File: src/logic/mmt_pkg.sv
/*
  Register map, field positions, reset values and rate codes of the motor mode timer.
  Assumes a 32-bit classic Wishbone slave, one register per aligned word.
*/
package mmt_pkg;
  localparam logic [4:0] ADDR_RUN_RESET_CTRL = 5'h00;
  localparam logic [4:0] ADDR_STATUS_CAPTURE = 5'h04;
  localparam logic [4:0] ADDR_INTERVAL_CAP   = 5'h08;
  localparam logic [4:0] ADDR_COMMUT_CMP     = 5'h0C;
  localparam logic [4:0] ADDR_DETSTART_CMP   = 5'h10;
  localparam logic [4:0] ADDR_OVERFLOW_CMP   = 5'h14;
  localparam logic [4:0] ADDR_MODE_TIMER     = 5'h18;

  localparam int BIT_RUN_ENABLE      = 0;
  localparam int BIT_DETECT_RESET    = 1;
  localparam int BIT_SW_RESET        = 2;
  localparam int BIT_OVERLOAD_RESET  = 3;
  localparam int BIT_T3_RESET        = 4;
  localparam int POS_RATE_SELECT     = 5;
  localparam int BIT_DETECT_CAPTURE  = 1;
  localparam int BIT_SW_CAPTURE      = 2;
  localparam int BIT_OVERLOAD_CAPTURE = 3;
  localparam int BIT_OVERFLOW_FLAG   = 5;
  localparam int BIT_DEBUG_OUT       = 7;

  localparam logic [7:0]  RESET_CTRL  = 8'h00;
  localparam logic [15:0] RESET_WORD  = 16'h0000;
  localparam logic [15:0] TIMER_MAX   = 16'hFFFF;

  localparam logic [2:0] RATE_DIV8   = 3'h0;
  localparam logic [2:0] RATE_DIV16  = 3'h2;
  localparam logic [2:0] RATE_DIV32  = 3'h4;
  localparam logic [2:0] RATE_DIV64  = 3'h6;
  localparam logic [2:0] RATE_DIV128 = 3'h1;
endpackage

File: src/logic/mmt_mode_timer.sv
/*
  Motor mode timer: 16-bit up counter with reset and capture sources and three one-shot
  compare timers, reached over a classic Wishbone slave.
  Assumes positionFound and overloadTrip come from other clock domains or pins and are
  synchronised here; events are taken on their rising edge.
*/
`timescale 1ns/1ps
module mmt_mode_timer
  import mmt_pkg::*;
#(
  parameter int TW = 16
) (
  input  wire logic          clk,
  input  wire logic          reset_n,
  input  wire logic          clkEn,
  input  wire logic          wb_cyc_i,
  input  wire logic          wb_stb_i,
  input  wire logic          wb_we_i,
  input  wire logic [4:0]    wb_adr_i,
  input  wire logic [3:0]    wb_sel_i,
  input  wire logic [31:0]   wb_dat_i,
  output logic      [31:0]   wb_dat_o,
  output logic               wb_ack_o,
  input  wire logic          positionFound,
  input  wire logic          overloadTrip,
  output logic               commutation_irq,
  output logic               detect_start_irq,
  output logic               overflow_irq,
  output logic               debugPin
);

  // Control and status storage
  logic [7:0]    runResetCtrl;
  logic [7:0]    statusCapCtrl;
  logic          overflowFlag;
  logic [TW-1:0] modeTimer;
  logic [TW-1:0] intervalCapture;
  logic [TW-1:0] cmpValue [3];
  logic [2:0]    armed;
  logic [2:0]    fire;
  logic [7:0]    prescale;
  logic [1:0]    posSync;
  logic [1:0]    ovlSync;
  logic          posLast;
  logic          ovlLast;
  logic          swResetPulse;
  logic          swCapturePulse;

  wire logic busWrite = wb_cyc_i & wb_stb_i & wb_we_i & ~wb_ack_o & wb_sel_i[0];
  wire logic busRead  = wb_cyc_i & wb_stb_i & ~wb_ack_o;
  wire logic runEn    = runResetCtrl[BIT_RUN_ENABLE];
  wire logic posEvent = posSync[1] & ~posLast;
  wire logic ovlEvent = ovlSync[1] & ~ovlLast;

  function automatic logic isWrite(input logic [4:0] adr, input logic [4:0] target);
    return busWrite && (adr == target);
  endfunction

  // Division ratio per rate code; reserved codes fall back to the slowest rate
  function automatic logic [7:0] rateMask(input logic [2:0] sel);
    unique case (sel)
      RATE_DIV8:   rateMask = 8'h07;
      RATE_DIV16:  rateMask = 8'h0F;
      RATE_DIV32:  rateMask = 8'h1F;
      RATE_DIV64:  rateMask = 8'h3F;
      default:     rateMask = 8'h7F;
    endcase
  endfunction

  // Two-stage synchronisers for the external event lines
  always_ff @(posedge clk or negedge reset_n) begin
    if (!reset_n) begin
      posSync <= 2'h0;
      ovlSync <= 2'h0;
      posLast <= 1'b0;
      ovlLast <= 1'b0;
    end else if (clkEn) begin
      posSync <= {posSync[0], positionFound};
      ovlSync <= {ovlSync[0], overloadTrip};
      posLast <= posSync[1];
      ovlLast <= ovlSync[1];
    end
  end

  // Control registers; strobe bits never stored
  always_ff @(posedge clk or negedge reset_n) begin
    if (!reset_n) begin
      runResetCtrl  <= RESET_CTRL;
      statusCapCtrl <= RESET_CTRL;
    end else if (clkEn) begin
      if (isWrite(wb_adr_i, ADDR_RUN_RESET_CTRL))
        runResetCtrl <= wb_dat_i[7:0] & ~(8'h01 << BIT_SW_RESET);
      if (isWrite(wb_adr_i, ADDR_STATUS_CAPTURE))
        statusCapCtrl <= wb_dat_i[7:0] & 8'h8A;
    end
  end

  always_ff @(posedge clk or negedge reset_n) begin
    if (!reset_n) begin
      swResetPulse   <= 1'b0;
      swCapturePulse <= 1'b0;
    end else if (clkEn) begin
      swResetPulse   <= isWrite(wb_adr_i, ADDR_RUN_RESET_CTRL) && wb_dat_i[BIT_SW_RESET];
      swCapturePulse <= isWrite(wb_adr_i, ADDR_STATUS_CAPTURE) && wb_dat_i[BIT_SW_CAPTURE];
    end
  end

  // Hardware and software clear sources
  // detect reset
  wire logic posClear = posEvent & runResetCtrl[BIT_DETECT_RESET];
  wire logic ovlClear = ovlEvent & runResetCtrl[BIT_OVERLOAD_RESET];
  wire logic t3Clear  = fire[2] & runResetCtrl[BIT_T3_RESET];
  wire logic anyClear = posClear | ovlClear | t3Clear | swResetPulse;

  wire logic tick = runEn && ((prescale & rateMask(runResetCtrl[7:POS_RATE_SELECT])) == 8'h00);

  always_ff @(posedge clk or negedge reset_n) begin
    if (!reset_n) begin
      prescale <= 8'h00;
    end else if (clkEn) begin
      prescale <= runEn ? prescale + 8'h01 : 8'h00;
    end
  end

  always_ff @(posedge clk or negedge reset_n) begin
    if (!reset_n) begin
      modeTimer    <= TW'(RESET_WORD);
      overflowFlag <= 1'b0;
    end else if (clkEn) begin
      if (anyClear) begin
        modeTimer <= '0;
      end else if (tick && modeTimer != TW'(TIMER_MAX)) begin
        modeTimer <= modeTimer + 1'b1;
      end
      // sticky overflow; a reset restarts the count
      if (tick && !anyClear && modeTimer == TW'(TIMER_MAX - 16'h0001))
        overflowFlag <= 1'b1;
      else if (anyClear)
        overflowFlag <= 1'b0;
    end
  end

  always_ff @(posedge clk or negedge reset_n) begin
    if (!reset_n) begin
      intervalCapture <= TW'(RESET_WORD);
    end else if (clkEn) begin
      if ((posEvent && statusCapCtrl[BIT_DETECT_CAPTURE]) ||
          (ovlEvent && statusCapCtrl[BIT_OVERLOAD_CAPTURE]) || swCapturePulse)
        intervalCapture <= modeTimer;
    end
  end

  // stop detection; only a falling run enable cancels, so compares
  // loaded while stopped survive until the timer is started
  logic runWas;

  always_ff @(posedge clk or negedge reset_n) begin
    if (!reset_n) begin
      runWas <= 1'b0;
    end else if (clkEn) begin
      runWas <= runEn;
    end
  end

  wire logic runStopped = runWas & ~runEn;

  always_comb begin
    fire[0] = runEn && armed[0] && (modeTimer >= cmpValue[0]);
    fire[1] = runEn && armed[1] && (modeTimer == cmpValue[1]);
    fire[2] = runEn && armed[2] && (modeTimer == cmpValue[2]);
  end

  genvar g;
  for (g = 0; g < 3; g++) begin : gCmp
    localparam logic [4:0] ADR = ADDR_COMMUT_CMP + 5'(4 * g);
    always_ff @(posedge clk or negedge reset_n) begin
      if (!reset_n) begin
        cmpValue[g] <= TW'(RESET_WORD);
        armed[g]    <= 1'b0;
      end else if (clkEn) begin
        if (isWrite(wb_adr_i, ADR)) begin
          cmpValue[g] <= wb_dat_i[TW-1:0];
          armed[g]    <= 1'b1;
        end else if (fire[g] || anyClear || runStopped) begin
          armed[g]    <= 1'b0;
        end
      end
    end
  end

  always_ff @(posedge clk or negedge reset_n) begin
    if (!reset_n) begin
      commutation_irq  <= 1'b0;
      detect_start_irq <= 1'b0;
      overflow_irq     <= 1'b0;
      debugPin         <= 1'b0;
    end else if (clkEn) begin
      commutation_irq  <= fire[0];
      detect_start_irq <= fire[1];
      overflow_irq     <= fire[2];
      debugPin         <= statusCapCtrl[BIT_DEBUG_OUT] & (|fire);
    end
  end

  // Wishbone answer: one registered ack cycle after one wait state, unmapped reads return zero
  always_ff @(posedge clk or negedge reset_n) begin
    if (!reset_n) begin
      wb_ack_o <= 1'b0;
      wb_dat_o <= 32'h0000_0000;
    end else if (clkEn) begin
      wb_ack_o <= busRead;
      if (busRead) begin
        unique case (wb_adr_i)
          ADDR_RUN_RESET_CTRL: wb_dat_o <= {24'h0, runResetCtrl};
          ADDR_STATUS_CAPTURE: wb_dat_o <= {24'h0, statusCapCtrl |
                                            (8'(overflowFlag) << BIT_OVERFLOW_FLAG)};
          ADDR_INTERVAL_CAP:   wb_dat_o <= 32'(intervalCapture);
          ADDR_COMMUT_CMP:     wb_dat_o <= 32'(cmpValue[0]);
          ADDR_DETSTART_CMP:   wb_dat_o <= 32'(cmpValue[1]);
          ADDR_OVERFLOW_CMP:   wb_dat_o <= 32'(cmpValue[2]);
          ADDR_MODE_TIMER:     wb_dat_o <= 32'(modeTimer);
          default:             wb_dat_o <= 32'h0000_0000;
        endcase
      end
    end
  end

  // Checks
  a_clear_zeroes_timer: assert property (@(posedge clk) disable iff (!reset_n)
    clkEn && anyClear |=> modeTimer == '0)
    else $error("timer not cleared");
  a_saturate_at_max: assert property (@(posedge clk) disable iff (!reset_n)
    clkEn && modeTimer == TW'(TIMER_MAX) && !anyClear |=> modeTimer == TW'(TIMER_MAX))
    else $error("timer passed max");
  a_overflow_flag_set: assert property (@(posedge clk) disable iff (!reset_n)
    clkEn && modeTimer == TW'(TIMER_MAX) && !anyClear |=> overflowFlag)
    else $error("overflow flag missing");
  a_one_shot_fire: assert property (@(posedge clk) disable iff (!reset_n)
    clkEn && fire[0] && !isWrite(wb_adr_i, ADDR_COMMUT_CMP) |=> !armed[0])
    else $error("compare stayed armed");
  a_no_fire_stopped: assert property (@(posedge clk) disable iff (!reset_n)
    !runEn |-> fire == 3'h0)
    else $error("fire while stopped");
  a_irq_follows_fire: assert property (@(posedge clk) disable iff (!reset_n)
    clkEn && fire[1] |=> detect_start_irq)
    else $error("irq missing");
  a_cap_on_detect: assert property (@(posedge clk) disable iff (!reset_n)
    clkEn && posEvent && statusCapCtrl[BIT_DETECT_CAPTURE] |=> intervalCapture == $past(modeTimer))
    else $error("capture wrong");
  a_stop_cancels_cmp: assert property (@(posedge clk) disable iff (!reset_n)
    clkEn && runStopped && !busWrite |=> armed == 3'h0)
    else $error("compare survived stop");

  a_detect_clears: assert property (@(posedge clk) disable iff (!reset_n)
    clkEn && posEvent && runResetCtrl[BIT_DETECT_RESET] |=> modeTimer == '0)
    else $error("detect reset missed");

  a_overload_clears: assert property (@(posedge clk) disable iff (!reset_n)
    clkEn && ovlEvent && runResetCtrl[BIT_OVERLOAD_RESET] |=> modeTimer == '0)
    else $error("overload reset missed");

  a_t3_clears: assert property (@(posedge clk) disable iff (!reset_n)
    clkEn && fire[2] && runResetCtrl[BIT_T3_RESET] |=> modeTimer == '0)
    else $error("timer3 reset missed");

  a_count_on_tick: assert property (@(posedge clk) disable iff (!reset_n)
    clkEn && tick && !anyClear && modeTimer != TW'(TIMER_MAX)
    |=> modeTimer == $past(modeTimer) + 1'b1)
    else $error("count step wrong");

  a_hold_no_tick: assert property (@(posedge clk) disable iff (!reset_n)
    clkEn && !tick && !anyClear |=> modeTimer == $past(modeTimer))
    else $error("timer moved without tick");

  a_cap_on_overload: assert property (@(posedge clk) disable iff (!reset_n)
    clkEn && ovlEvent && statusCapCtrl[BIT_OVERLOAD_CAPTURE]
    |=> intervalCapture == $past(modeTimer))
    else $error("overload capture wrong");

  a_cap_on_software: assert property (@(posedge clk) disable iff (!reset_n)
    clkEn && swCapturePulse |=> intervalCapture == $past(modeTimer))
    else $error("software capture wrong");

  a_cap_holds: assert property (@(posedge clk) disable iff (!reset_n)
    clkEn && !posEvent && !ovlEvent && !swCapturePulse |=> $stable(intervalCapture))
    else $error("capture changed");

  a_strobes_not_kept: assert property (@(posedge clk) disable iff (!reset_n)
    !runResetCtrl[BIT_SW_RESET] && !statusCapCtrl[BIT_SW_CAPTURE])
    else $error("strobe bit stored");

  a_sw_reset_pulse: assert property (@(posedge clk) disable iff (!reset_n)
    clkEn && isWrite(wb_adr_i, ADDR_RUN_RESET_CTRL) && wb_dat_i[BIT_SW_RESET]
    |=> swResetPulse)
    else $error("reset strobe lost");

  a_commut_magnitude: assert property (@(posedge clk) disable iff (!reset_n)
    clkEn && runEn && armed[0] && modeTimer >= cmpValue[0] |=> commutation_irq)
    else $error("commutation missed");

  a_detect_exact: assert property (@(posedge clk) disable iff (!reset_n)
    clkEn && modeTimer != cmpValue[1] |=> !detect_start_irq)
    else $error("detect start off equality");

  a_overflow_irq: assert property (@(posedge clk) disable iff (!reset_n)
    clkEn && fire[2] |=> overflow_irq)
    else $error("overflow irq missing");

  a_t3_once: assert property (@(posedge clk) disable iff (!reset_n)
    clkEn && fire[2] && !isWrite(wb_adr_i, ADDR_OVERFLOW_CMP) |=> !fire[2])
    else $error("timer3 fired twice");

  a_debug_output: assert property (@(posedge clk) disable iff (!reset_n)
    clkEn && statusCapCtrl[BIT_DEBUG_OUT] && (|fire) |=> debugPin)
    else $error("debug pin missing");

  a_debug_quiet: assert property (@(posedge clk) disable iff (!reset_n)
    clkEn && !statusCapCtrl[BIT_DEBUG_OUT] |=> !debugPin)
    else $error("debug pin while disabled");

  a_overflow_sticky: assert property (@(posedge clk) disable iff (!reset_n)
    clkEn && overflowFlag && !anyClear |=> overflowFlag)
    else $error("overflow flag lost");

  a_prescale_parked: assert property (@(posedge clk) disable iff (!reset_n)
    clkEn && !runEn |=> prescale == 8'h00)
    else $error("prescaler ran while stopped");

  // Single-cycle bus answer
  a_ack_one_cycle: assert property (@(posedge clk) disable iff (!reset_n)
    clkEn && wb_ack_o |=> !wb_ack_o)
    else $error("ack held");

  c_commutation: cover property (@(posedge clk) commutation_irq);
  c_detect_clear: cover property (@(posedge clk) posClear);
  c_t3_clear: cover property (@(posedge clk) t3Clear);
  c_overflow: cover property (@(posedge clk) overflowFlag);
  c_capture: cover property (@(posedge clk) swCapturePulse);

endmodule

File: config.mk
export PLATFORM = sky130hd
export DESIGN_NAME = mmt_mode_timer
export DESIGN_NICKNAME = d
export VERILOG_FILES = /design/src/logic/mmt_pkg.sv /design/src/logic/mmt_mode_timer.sv
export SDC_FILE = /design/constraint.sdc
export NUM_CORES = 1
export LEC_CHECK = 0
export ABC_AREA = 1
export BUFFER_PORTS_ARGS = -buffer_cell sky130_fd_sc_hd__buf_2
export CORE_MARGIN = 4
export CORE_UTILIZATION = 55
export DETAILED_ROUTE_END_ITERATION = 10
export GPL_ROUTABILITY_DRIVEN = 0
export PLACE_DENSITY_LB_ADDON = 0.3
export SYNTH_ARGS = -nofsm -noshare
export SYNTH_HDL_FRONTEND = slang
export SYNTH_SLANG_ARGS = --single-unit
File: constraint.sdc
create_clock -name clk -period 1.9 [get_ports clk]
set_input_delay 0.285 -clock clk [delete_from_list [all_inputs] [get_ports clk]]
set_output_delay 0.285 -clock clk [all_outputs]
set_load 0.05 [all_outputs]
==> summary.txt, run 1 <==
Worst setup path
  – CP required: 2.20 ns
  – Worst path depth: 12
  – Worst EP arrival: 2.16 ns
  – Delay-heaviest family, CP: simple AND/OR/NAND/NOR gates
  – Crit Path Class: reg2reg
  – Critical Path Sink Type: flip-flop
  – Critical Path Max Stage Delay: 0.46 ns
  – CP Buf/Inv Count: 2
  – CP cell instances: ha_1 -> nand2_1 -> inv_1 -> nand3_1 -> nor3_1 -> nand2_1 -> nand3_2 -> nand3_1 -> nand2_1 -> inv_1 -> nand2_1 -> nand2_1
  – CP max FO: 6
  – Worst R2R End: armed[0]
  – Worst r2r src: modeTimer[3]
  – Worst Setup SP: modeTimer[3]
  – Top cell by count, worst path: nand2_1
  – Crit path launch type: flip-flop
  – Number of cells on the worst reg-to-reg path: 12
  – Reg2reg setup slack: 0.04 ns
  – CP max-delay cell: dfrtp_2
  – End of the critical path: armed[0]

Logic synthesis
  – Yosys reg bits: 131
  – EDFF count, synth: 0
  – Syn Area/Cell: 7.70 um2
  – Synth top area share: 46.4%
  – Ranking of synthesized cells by area: dfrtp_1, nand2_1, o21ai_0
  – Async S/R FF share, synth: 100%
  – Ys flop type: dfrtp_1
  – Syn. warnings: 0
  – Largest area contributor in the netlist: dfrtp_1
  – Synthesized area: 7060 um2
  – Mapped Cells: 917
  – Synth cell types: 41
  – Register area share after synthesis: 46.4%

Die
  – Io pins: 86
  – Die Y: 121 um
  – Die area: 14700 um2
  – Die Span X: 121 um
  – Core area: 12600 um2
  – Initial Util: 56.0%
  – Rows: 41

Detailed routing
  – 1st-iter DRT viols: 726
  – Initial DRT Pass Iterations: 6
  – Antenna viol nets, final: 0
  – Total wire length: 20000 um
  – Vias/cell: 5.49
  – Routed length per placed instance: 16.7 um
  – Via count: 6597
  – Drc violations: 0

Run status
  – Run status: completed

Placed design
  – Placed wire-length estimate: 14600 um
  – I/O Buffers: 50

Clocking
  – TritonCTS clock tree: done
  – CTS Buf Count: 17
  – Clk sinks: 131
  – CTS clk-pin slew, worst paths: 0.06 ns
  – Root buffer cell: clkbuf_16
  – H-tree level count: 4
  – Clock Path Buffers: 2
  – Worst skew pair latency: 0.43 ns

Timing
  – Final worst-path cycle share: 98.1%
  – Setup-failing EPs final: 0
  – Clock period minus worst slack: 1.86 ns
  – TNS Setup: 0 ns
  – Relative max-transition margin: 66.7%
  – Clock skew after layout: 0.00668 ns
  – Slew @ Worst Pin: 0.500 ns
  – RSZ-0062 raised after global routing: yes
  – Hold Fails Final Rpt: 0
  – Fmax: 0.537 GHz
  – Max Slew Vio Count: 0

Cells and area
  – Post-layout net count: 1085
  – Commonest cells after routing, fill and taps aside: nand2_1, dfrtp_1, o21ai_0
  – Commonest non-fill, non-tap cell in the layout: nand2_1
  – Number of fill cells in the layout: 1044
  – Post-layout util: 67.7%
  – Layout cell share with drive strength beyond 1: 18.3%
  – Area grow syn2layout: 21.0%
  – N_diodes: 0

Power and ir drop
  – VDD IR max: 0.000765 V
  – P_leak: 0.00426 uW
  – Power Density: 879 nW/um2

Worst hold path
  – Worst hold path type: in2reg

GRT
  – First-pass GRT wire length: 31700 um
  – Pin count of the biggest net entering global routing: 50
  – Total Routing Usage GR: 28.0%
  – Number of global-route vias before repair: 6154
  – GRT overflow: 0
  – Initial antenna violation count: 0

Flow run
  – Max-cap violations: 0
[worst min path at each step]
| stage | slack (ns) | depth (start not counted) | end | startpoint |
|---|---|---|---|---|
| after detailed placement | 0.26 | 1 | wb_dat_o[10] | reset_n |
| after floorplan | -0.01 | 0 | armed[0] | reset_n |
| final | 0.06 | 3 | posSync[0] | positionFound |
| after global placement | 0.26 | 1 | wb_dat_o[9] | reset_n |
| after CTS | 0.05 | 3 | posSync[0] | positionFound |
| after global routing | 0.09 | 3 | posSync[0] | positionFound |
[layer usage]
| layer | global-route usage, % | part of all wire, % | wire, um |
|---|---|---|---|
| met1 | 40.5 | 44 | 8750 |
| met2 | 41.5 | 44 | 8900 |
| met3 | 5.36 | 8.9 | 1780 |
| met4 | 11.5 | 2.9 | 574 |
| met5 | 0 | 0 | 0 |
[layout make-up]
type / instances / area, um2 / area share (%)
Inverter: 117 / 450 / 5.27
Multi-Input combinational cell: 640 / 3220 / 37.7
Tap cell: 172 / 215 / 2.52
Sequential cell: 131 / 3290 / 38.5
Clock inverter: 14 / 176 / 2.07
Timing Repair Buffer: 109 / 747 / 8.74
Clock buffer: 18 / 439 / 5.14
[per-stage QoR]
| step | instance area, um2 | setup slack, ns | total power (uW) | hold slack, ns | std cells |
|---|---|---|---|---|---|
| floorplan | 7120 | 0.276 | 3730 | -0.0106 | 932 |
| global placement | 7750 | 0.0875 | 4080 | 0.262 | 1160 |
| detailed placement | 7750 | 0.0508 | 4100 | 0.263 | 1160 |
| CTS | 8380 | 0.0263 | 7500 | 0.0524 | 1193 |
| global route | 8540 | -0.207 | 7790 | 0.0929 | 1201 |
| finish | 8540 | 0.0368 | 7510 | 0.0638 | 1201 |
[where the power goes]
group / internal [uW] / switching [uW] / total [uW]
clock: 2110 / 1290 / 3400
sequential: 2940 / 156 / 3100
combinational: 345 / 666 / 1010
[worst min-delay path, stage by stage]
cell and delay (ns):
buf_2 0.07, nand2_1 0.04, o21ai_0 0.06
[repair_timing]
item	in CTS	in global routing
hold buffers	1	0
gates resized for setup	0	34
buffers inserted	0	8
setup endpoints to repair	0	21
endpoints found under the hold margin	43	0
[sequential cells by signal, indices dropped and copies added, names as in the netlist]
register and count:
statusCapCtrl 3, overflowFlag 1, cmpValue 48, ovlSync 2, wb_ack_o 1, debugPin 1
runResetCtrl 7, swCapturePulse 1, commutation_irq 1, intervalCapture 16, overflow_irq 1, prescale 7
wb_dat_o 16, runWas 1, detect_start_irq 1, ovlLast 1, posLast 1, posSync 2
modeTimer 16, armed 3, swResetPulse 1
[Yosys cell counts (3+ instances only)]
cell / n
clkbuf_1: 22
o21ai_0: 117
o22ai_1: 22
a211oi_1: 3
ha_1: 20
nand4_1: 14
nor2_2: 4
o31ai_1: 3
nor3_1: 21
dfrtp_1: 131
inv_2: 4
inv_1: 111
xnor2_1: 5
nor2_1: 52
o221ai_1: 4
buf_4: 20
a21oi_1: 15
xor2_1: 14
nand2_1: 273
nand3_1: 37
[logic make-up (layout without fill, tap and decap cells)]
logic type	count (synthesis)	after routing	share of synthesized area (%)
XOR/XNOR	19	19	2.36
adder cells (fa/ha/maj)	20	20	3.54
buffers and inverters	161	258	9.74
AND/OR/NAND/NOR	410	410	24.2
AO/OA/AOI/OAI	175	175	13.7
flip-flops	131	131	46.4
other	1	16	0.0531
No activity file was read; power rests on OpenSTA's default activity.
==> run 2: changes to the inputs <==
--- a/config.mk
+++ b/config.mk
@@ -5,12 +5,13 @@
 export SDC_FILE = /design/constraint.sdc
 export NUM_CORES = 1
 export LEC_CHECK = 0
-export ABC_AREA = 1
+export ABC_AREA = 0
 export BUFFER_PORTS_ARGS = -buffer_cell sky130_fd_sc_hd__buf_2
 export CORE_MARGIN = 4
 export CORE_UTILIZATION = 55
 export DETAILED_ROUTE_END_ITERATION = 10
 export GPL_ROUTABILITY_DRIVEN = 0
+export HOLD_SLACK_MARGIN = 0.1
 export PLACE_DENSITY_LB_ADDON = 0.3
 export SYNTH_ARGS = -nofsm -noshare
 export SYNTH_HDL_FRONTEND = slang
==> run 2 against run 1 <==
Compared with the run above: the flow now finishes with violations (setup timing); clock power up 8.8%; sequential cell count unchanged; clock skew rose by 0.0023 ns; register-to-register slack got worse by 0.30 ns; total power up 5.1%; non-clock buffer count rose by 52; routed wire length rose by 8.6%; area after synthesis down 1.1%; critical path depth is 2 lower; largest power group unchanged.
==> summary.txt, run 2 <==
Logic synthesis
  – Ranking of synthesized cells by area: dfrtp_1, mux2_2, xnor2_1
  – Register area share after synthesis: 46.9%
  – Mux contribution to synthesized area: 12.8%
  – Ys flop type: dfrtp_1
  – Yosys reg bits: 131
  – Post-synthesis xor/xnor area fraction: 4.64%
  – Mapped Cells: 658
  – Simple-gate share of the synthesized area: 11.0%
  – EDFF count, synth: 0
  – Syn Area/Cell: 10.6 um2
  – Synth Area in Compound Gates: 14.6%
  – Synth top area share: 46.9%
  – Synthesized area: 6990 um2
  – Syn. warnings: 0
  – Synth cell types: 59
  – Largest family of logic cells by synthesized area: compound AO/OA/AOI/OAI gates
  – Most common cell in the netlist: dfrtp_1
  – Async S/R FF share, synth: 100%
  – Adder-cell share of the synthesized area: 3.58%
  – Largest area contributor in the netlist: dfrtp_1
  – Ranking of synthesized cells by instance count: dfrtp_1, mux2_2, inv_1, clkbuf_1, xnor2_1

Power and ir drop
  – Switching Share: 25.9%
  – Switch Pwr: 2040 uW
  – Clk pwr share: 46.8%
  – VDD IR max: 0.000843 V
  – Pint: 5850 uW
  – Power Density: 846 nW/um2
  – P_leak: 0.00451 uW
  – Comb power frac: 14.6%
  – Reg power frac: 38.5%

Worst setup path
  – CP required: 2.26 ns
  – CP Buf/Inv Count: 4
  – Worst EP arrival: 2.52 ns
  – Reg2reg setup slack: -0.26 ns
  – Top cell by count, worst path: buf_4
  – Critical Path Max Stage Delay: 0.39 ns
  – CP cell instances: inv_2 -> ha_4 -> and4b_2 -> o2111ai_4 -> buf_4 -> buf_6 -> buf_4 -> nor4_4 -> and3_4 -> o21a_1
  – CP max FO: 5
  – CP max-delay cell: dfrtp_1
  – Delay-heaviest family, CP: simple AND/OR/NAND/NOR gates
  – Crit path launch type: flip-flop
  – Crit Path Class: reg2reg
  – Critical Path Sink Type: flip-flop

GRT
  – Pin count of the biggest net entering global routing: 55
  – GRT overflow: 0
  – Initial antenna violation count: 0
  – Number of global-route vias before repair: 6314
  – First-pass GRT wire length: 33600 um
  – Total Routing Usage GR: 30.3%

Detailed routing
  – Via count: 6088
  – 1st-iter DRT viols: 667
  – Vias/cell: 6.24
  – Drc violations: 0
  – Antenna viol nets, final: 0
  – Routed length per placed instance: 22.2 um
  – Initial DRT Pass Iterations: 5
  – Total wire length: 21700 um

Cells and area
  – Final std cells w/o fill: 976
  – Final instance area: 9320 um2
  – Area grow syn2layout: 33.5%
  – Layout cell share with drive strength beyond 1: 39.7%
  – Max reg flops: 48
  – Commonest cells after routing, fill and taps aside: dfrtp_1, buf_4, buf_2
  – Reg with most FFs: cmpValue
  – N_diodes: 0
  – Commonest non-fill, non-tap cell in the layout: dfrtp_1
  – Post-layout net count: 864
  – Post-layout util: 76.3%

Placed design
  – I/O Buffers: 50
  – Placed cell count: 929
  – Placed wire-length estimate: 14500 um
  – Placed inst area: 8220 um2

Timing
  – Setup-failing EPs final: 18
  – RSZ-0062 raised after global routing: yes
  – Final worst-path cycle share: 114%
  – Hold Fails Final Rpt: 0
  – Clock skew after layout: 0.00903 ns
  – Max Slew Vio Count: 0
  – Slew @ Worst Pin: 0.771 ns
  – Clock period minus worst slack: 2.16 ns
  – TNS Setup: -2.81 ns
  – Fmax: 0.463 GHz
  – Final Worst Setup Slack: -0.258 ns
  – Relative max-transition margin: 48.6%

Die
  – Rows: 40
  – Die area: 14600 um2
  – Core area: 12200 um2
  – Die Y: 121 um
  – Die Span X: 121 um
  – Io pins: 86
  – Initial Util: 57.2%

Flow run
  – Max-cap violations: 0

Clocking
  – Root buffer cell: clkbuf_16
  – Clk sinks: 131
  – H-tree level count: 4
  – CTS clk-pin slew, worst paths: 0.06 ns
  – CTS Buf Count: 17
  – TritonCTS clock tree: done
  – Clock Path Buffers: 2
  – Worst skew pair latency: 0.43 ns

Worst hold path
  – Worst hold path type: in2reg

Run status
  – Violated checks: setup timing
  – Run status: finished, violations left
-- run 2: cell count changes in the layout (fill, tap and decap cells not counted), sizes merged, moves of 26 or more --
cell   previous run  this run
a22oi             0        26
nand2           277        28
inv             119        44
o21ai           117        34
xnor2             5        32
buf             108       158
nor2             57        18
mux2              0        72
-- run 2: final cells by class --
| class | count | area, um2 |
|---|---|---|
| multi-input combinational | 440 | 3750 |
| sequential | 131 | 3280 |
| fill | 766 | 2890 |
| timing repair buffer | 161 | 1250 |
| clock buffer | 20 | 467 |
| tap | 168 | 210 |
| clock inverter | 12 | 201 |
| inverter | 44 | 165 |
-- run 2: cells by family after synthesis --
| kind of cell | count (synthesis) |
|---|---|
| xor+xnor | 37 |
| buf+inv | 102 |
| fa+ha+maj | 20 |
| flops | 131 |
| simple gates | 139 |
| compound gates | 148 |
| other cells | 1 |
| mux | 80 |
-- run 2: timing repair --
action / 4_1_cts / 5_1_grt
buffers inserted: 2 / 12
endpoints found under the hold margin: 54 / 0
gates resized for setup: 24 / 41
hold buffers: 3 / 0
pin swaps: 9 / 21
setup endpoints to repair: 22 / 23
-- run 2: through the flow --
step	worst slack, ns	total power [uW]	hold slack [ns]
after global routing	-0.347	8160	0.122
after detailed placement	-0.382	4090	0.286
after global placement	-0.236	4030	0.277
after floorplan	-0.256	3660	-0.0106
final	-0.258	7890	0.133
after CTS	-0.252	7830	0.114
-- run 2: layer usage --
layer / up-vias / routed length (um) / share of wire, % / track usage (%)
li1: 2628 / - / - / -
met4: 0 / 1480 / 6.8 / 18.1
met5: - / 0 / 0 / 0
met2: 353 / 10600 / 49 / 48.9
met1: 2995 / 8150 / 38 / 37.5
met3: 112 / 1500 / 6.9 / 6.36
-- run 2: worst paths after layout --
path,from,cells after the start,endpoint
worst max register to register,prescale[0],10,modeTimer[15]
worst min-delay path,wb_dat_i[10],2,cmpValue[26]
worst min register to register,wb_dat_o[7],1,wb_dat_o[7]
max in group asynchronous,reset_n,3,cmpValue[34]
min in group asynchronous,reset_n,2,modeTimer[12]
worst max-delay path,prescale[0],10,modeTimer[15]
-- run 2: power groups by stage --
stage          Sequential [uW]  Clock, uW  Combinational [uW]
2_1_floorplan             3070          0                 582
3_3_place_gp              3060          0                 970
3_5_place_dp              3070          0                1020
4_1_cts                   3030       3720                1080
5_1_grt                   3050       3840                1260
6_report                  3040       3700                1150
-- run 2: worst reg2reg max path, stage by stage, from the launching register on --
cell	delay [ns]
dfrtp_1	0.39
inv_2	0.09
ha_4	0.12
and4b_2	0.26
o2111ai_4	0.13
buf_4	0.17
buf_6	0.12
buf_4	0.13
nor4_4	0.28
and3_4	0.26
o21a_1	0.14
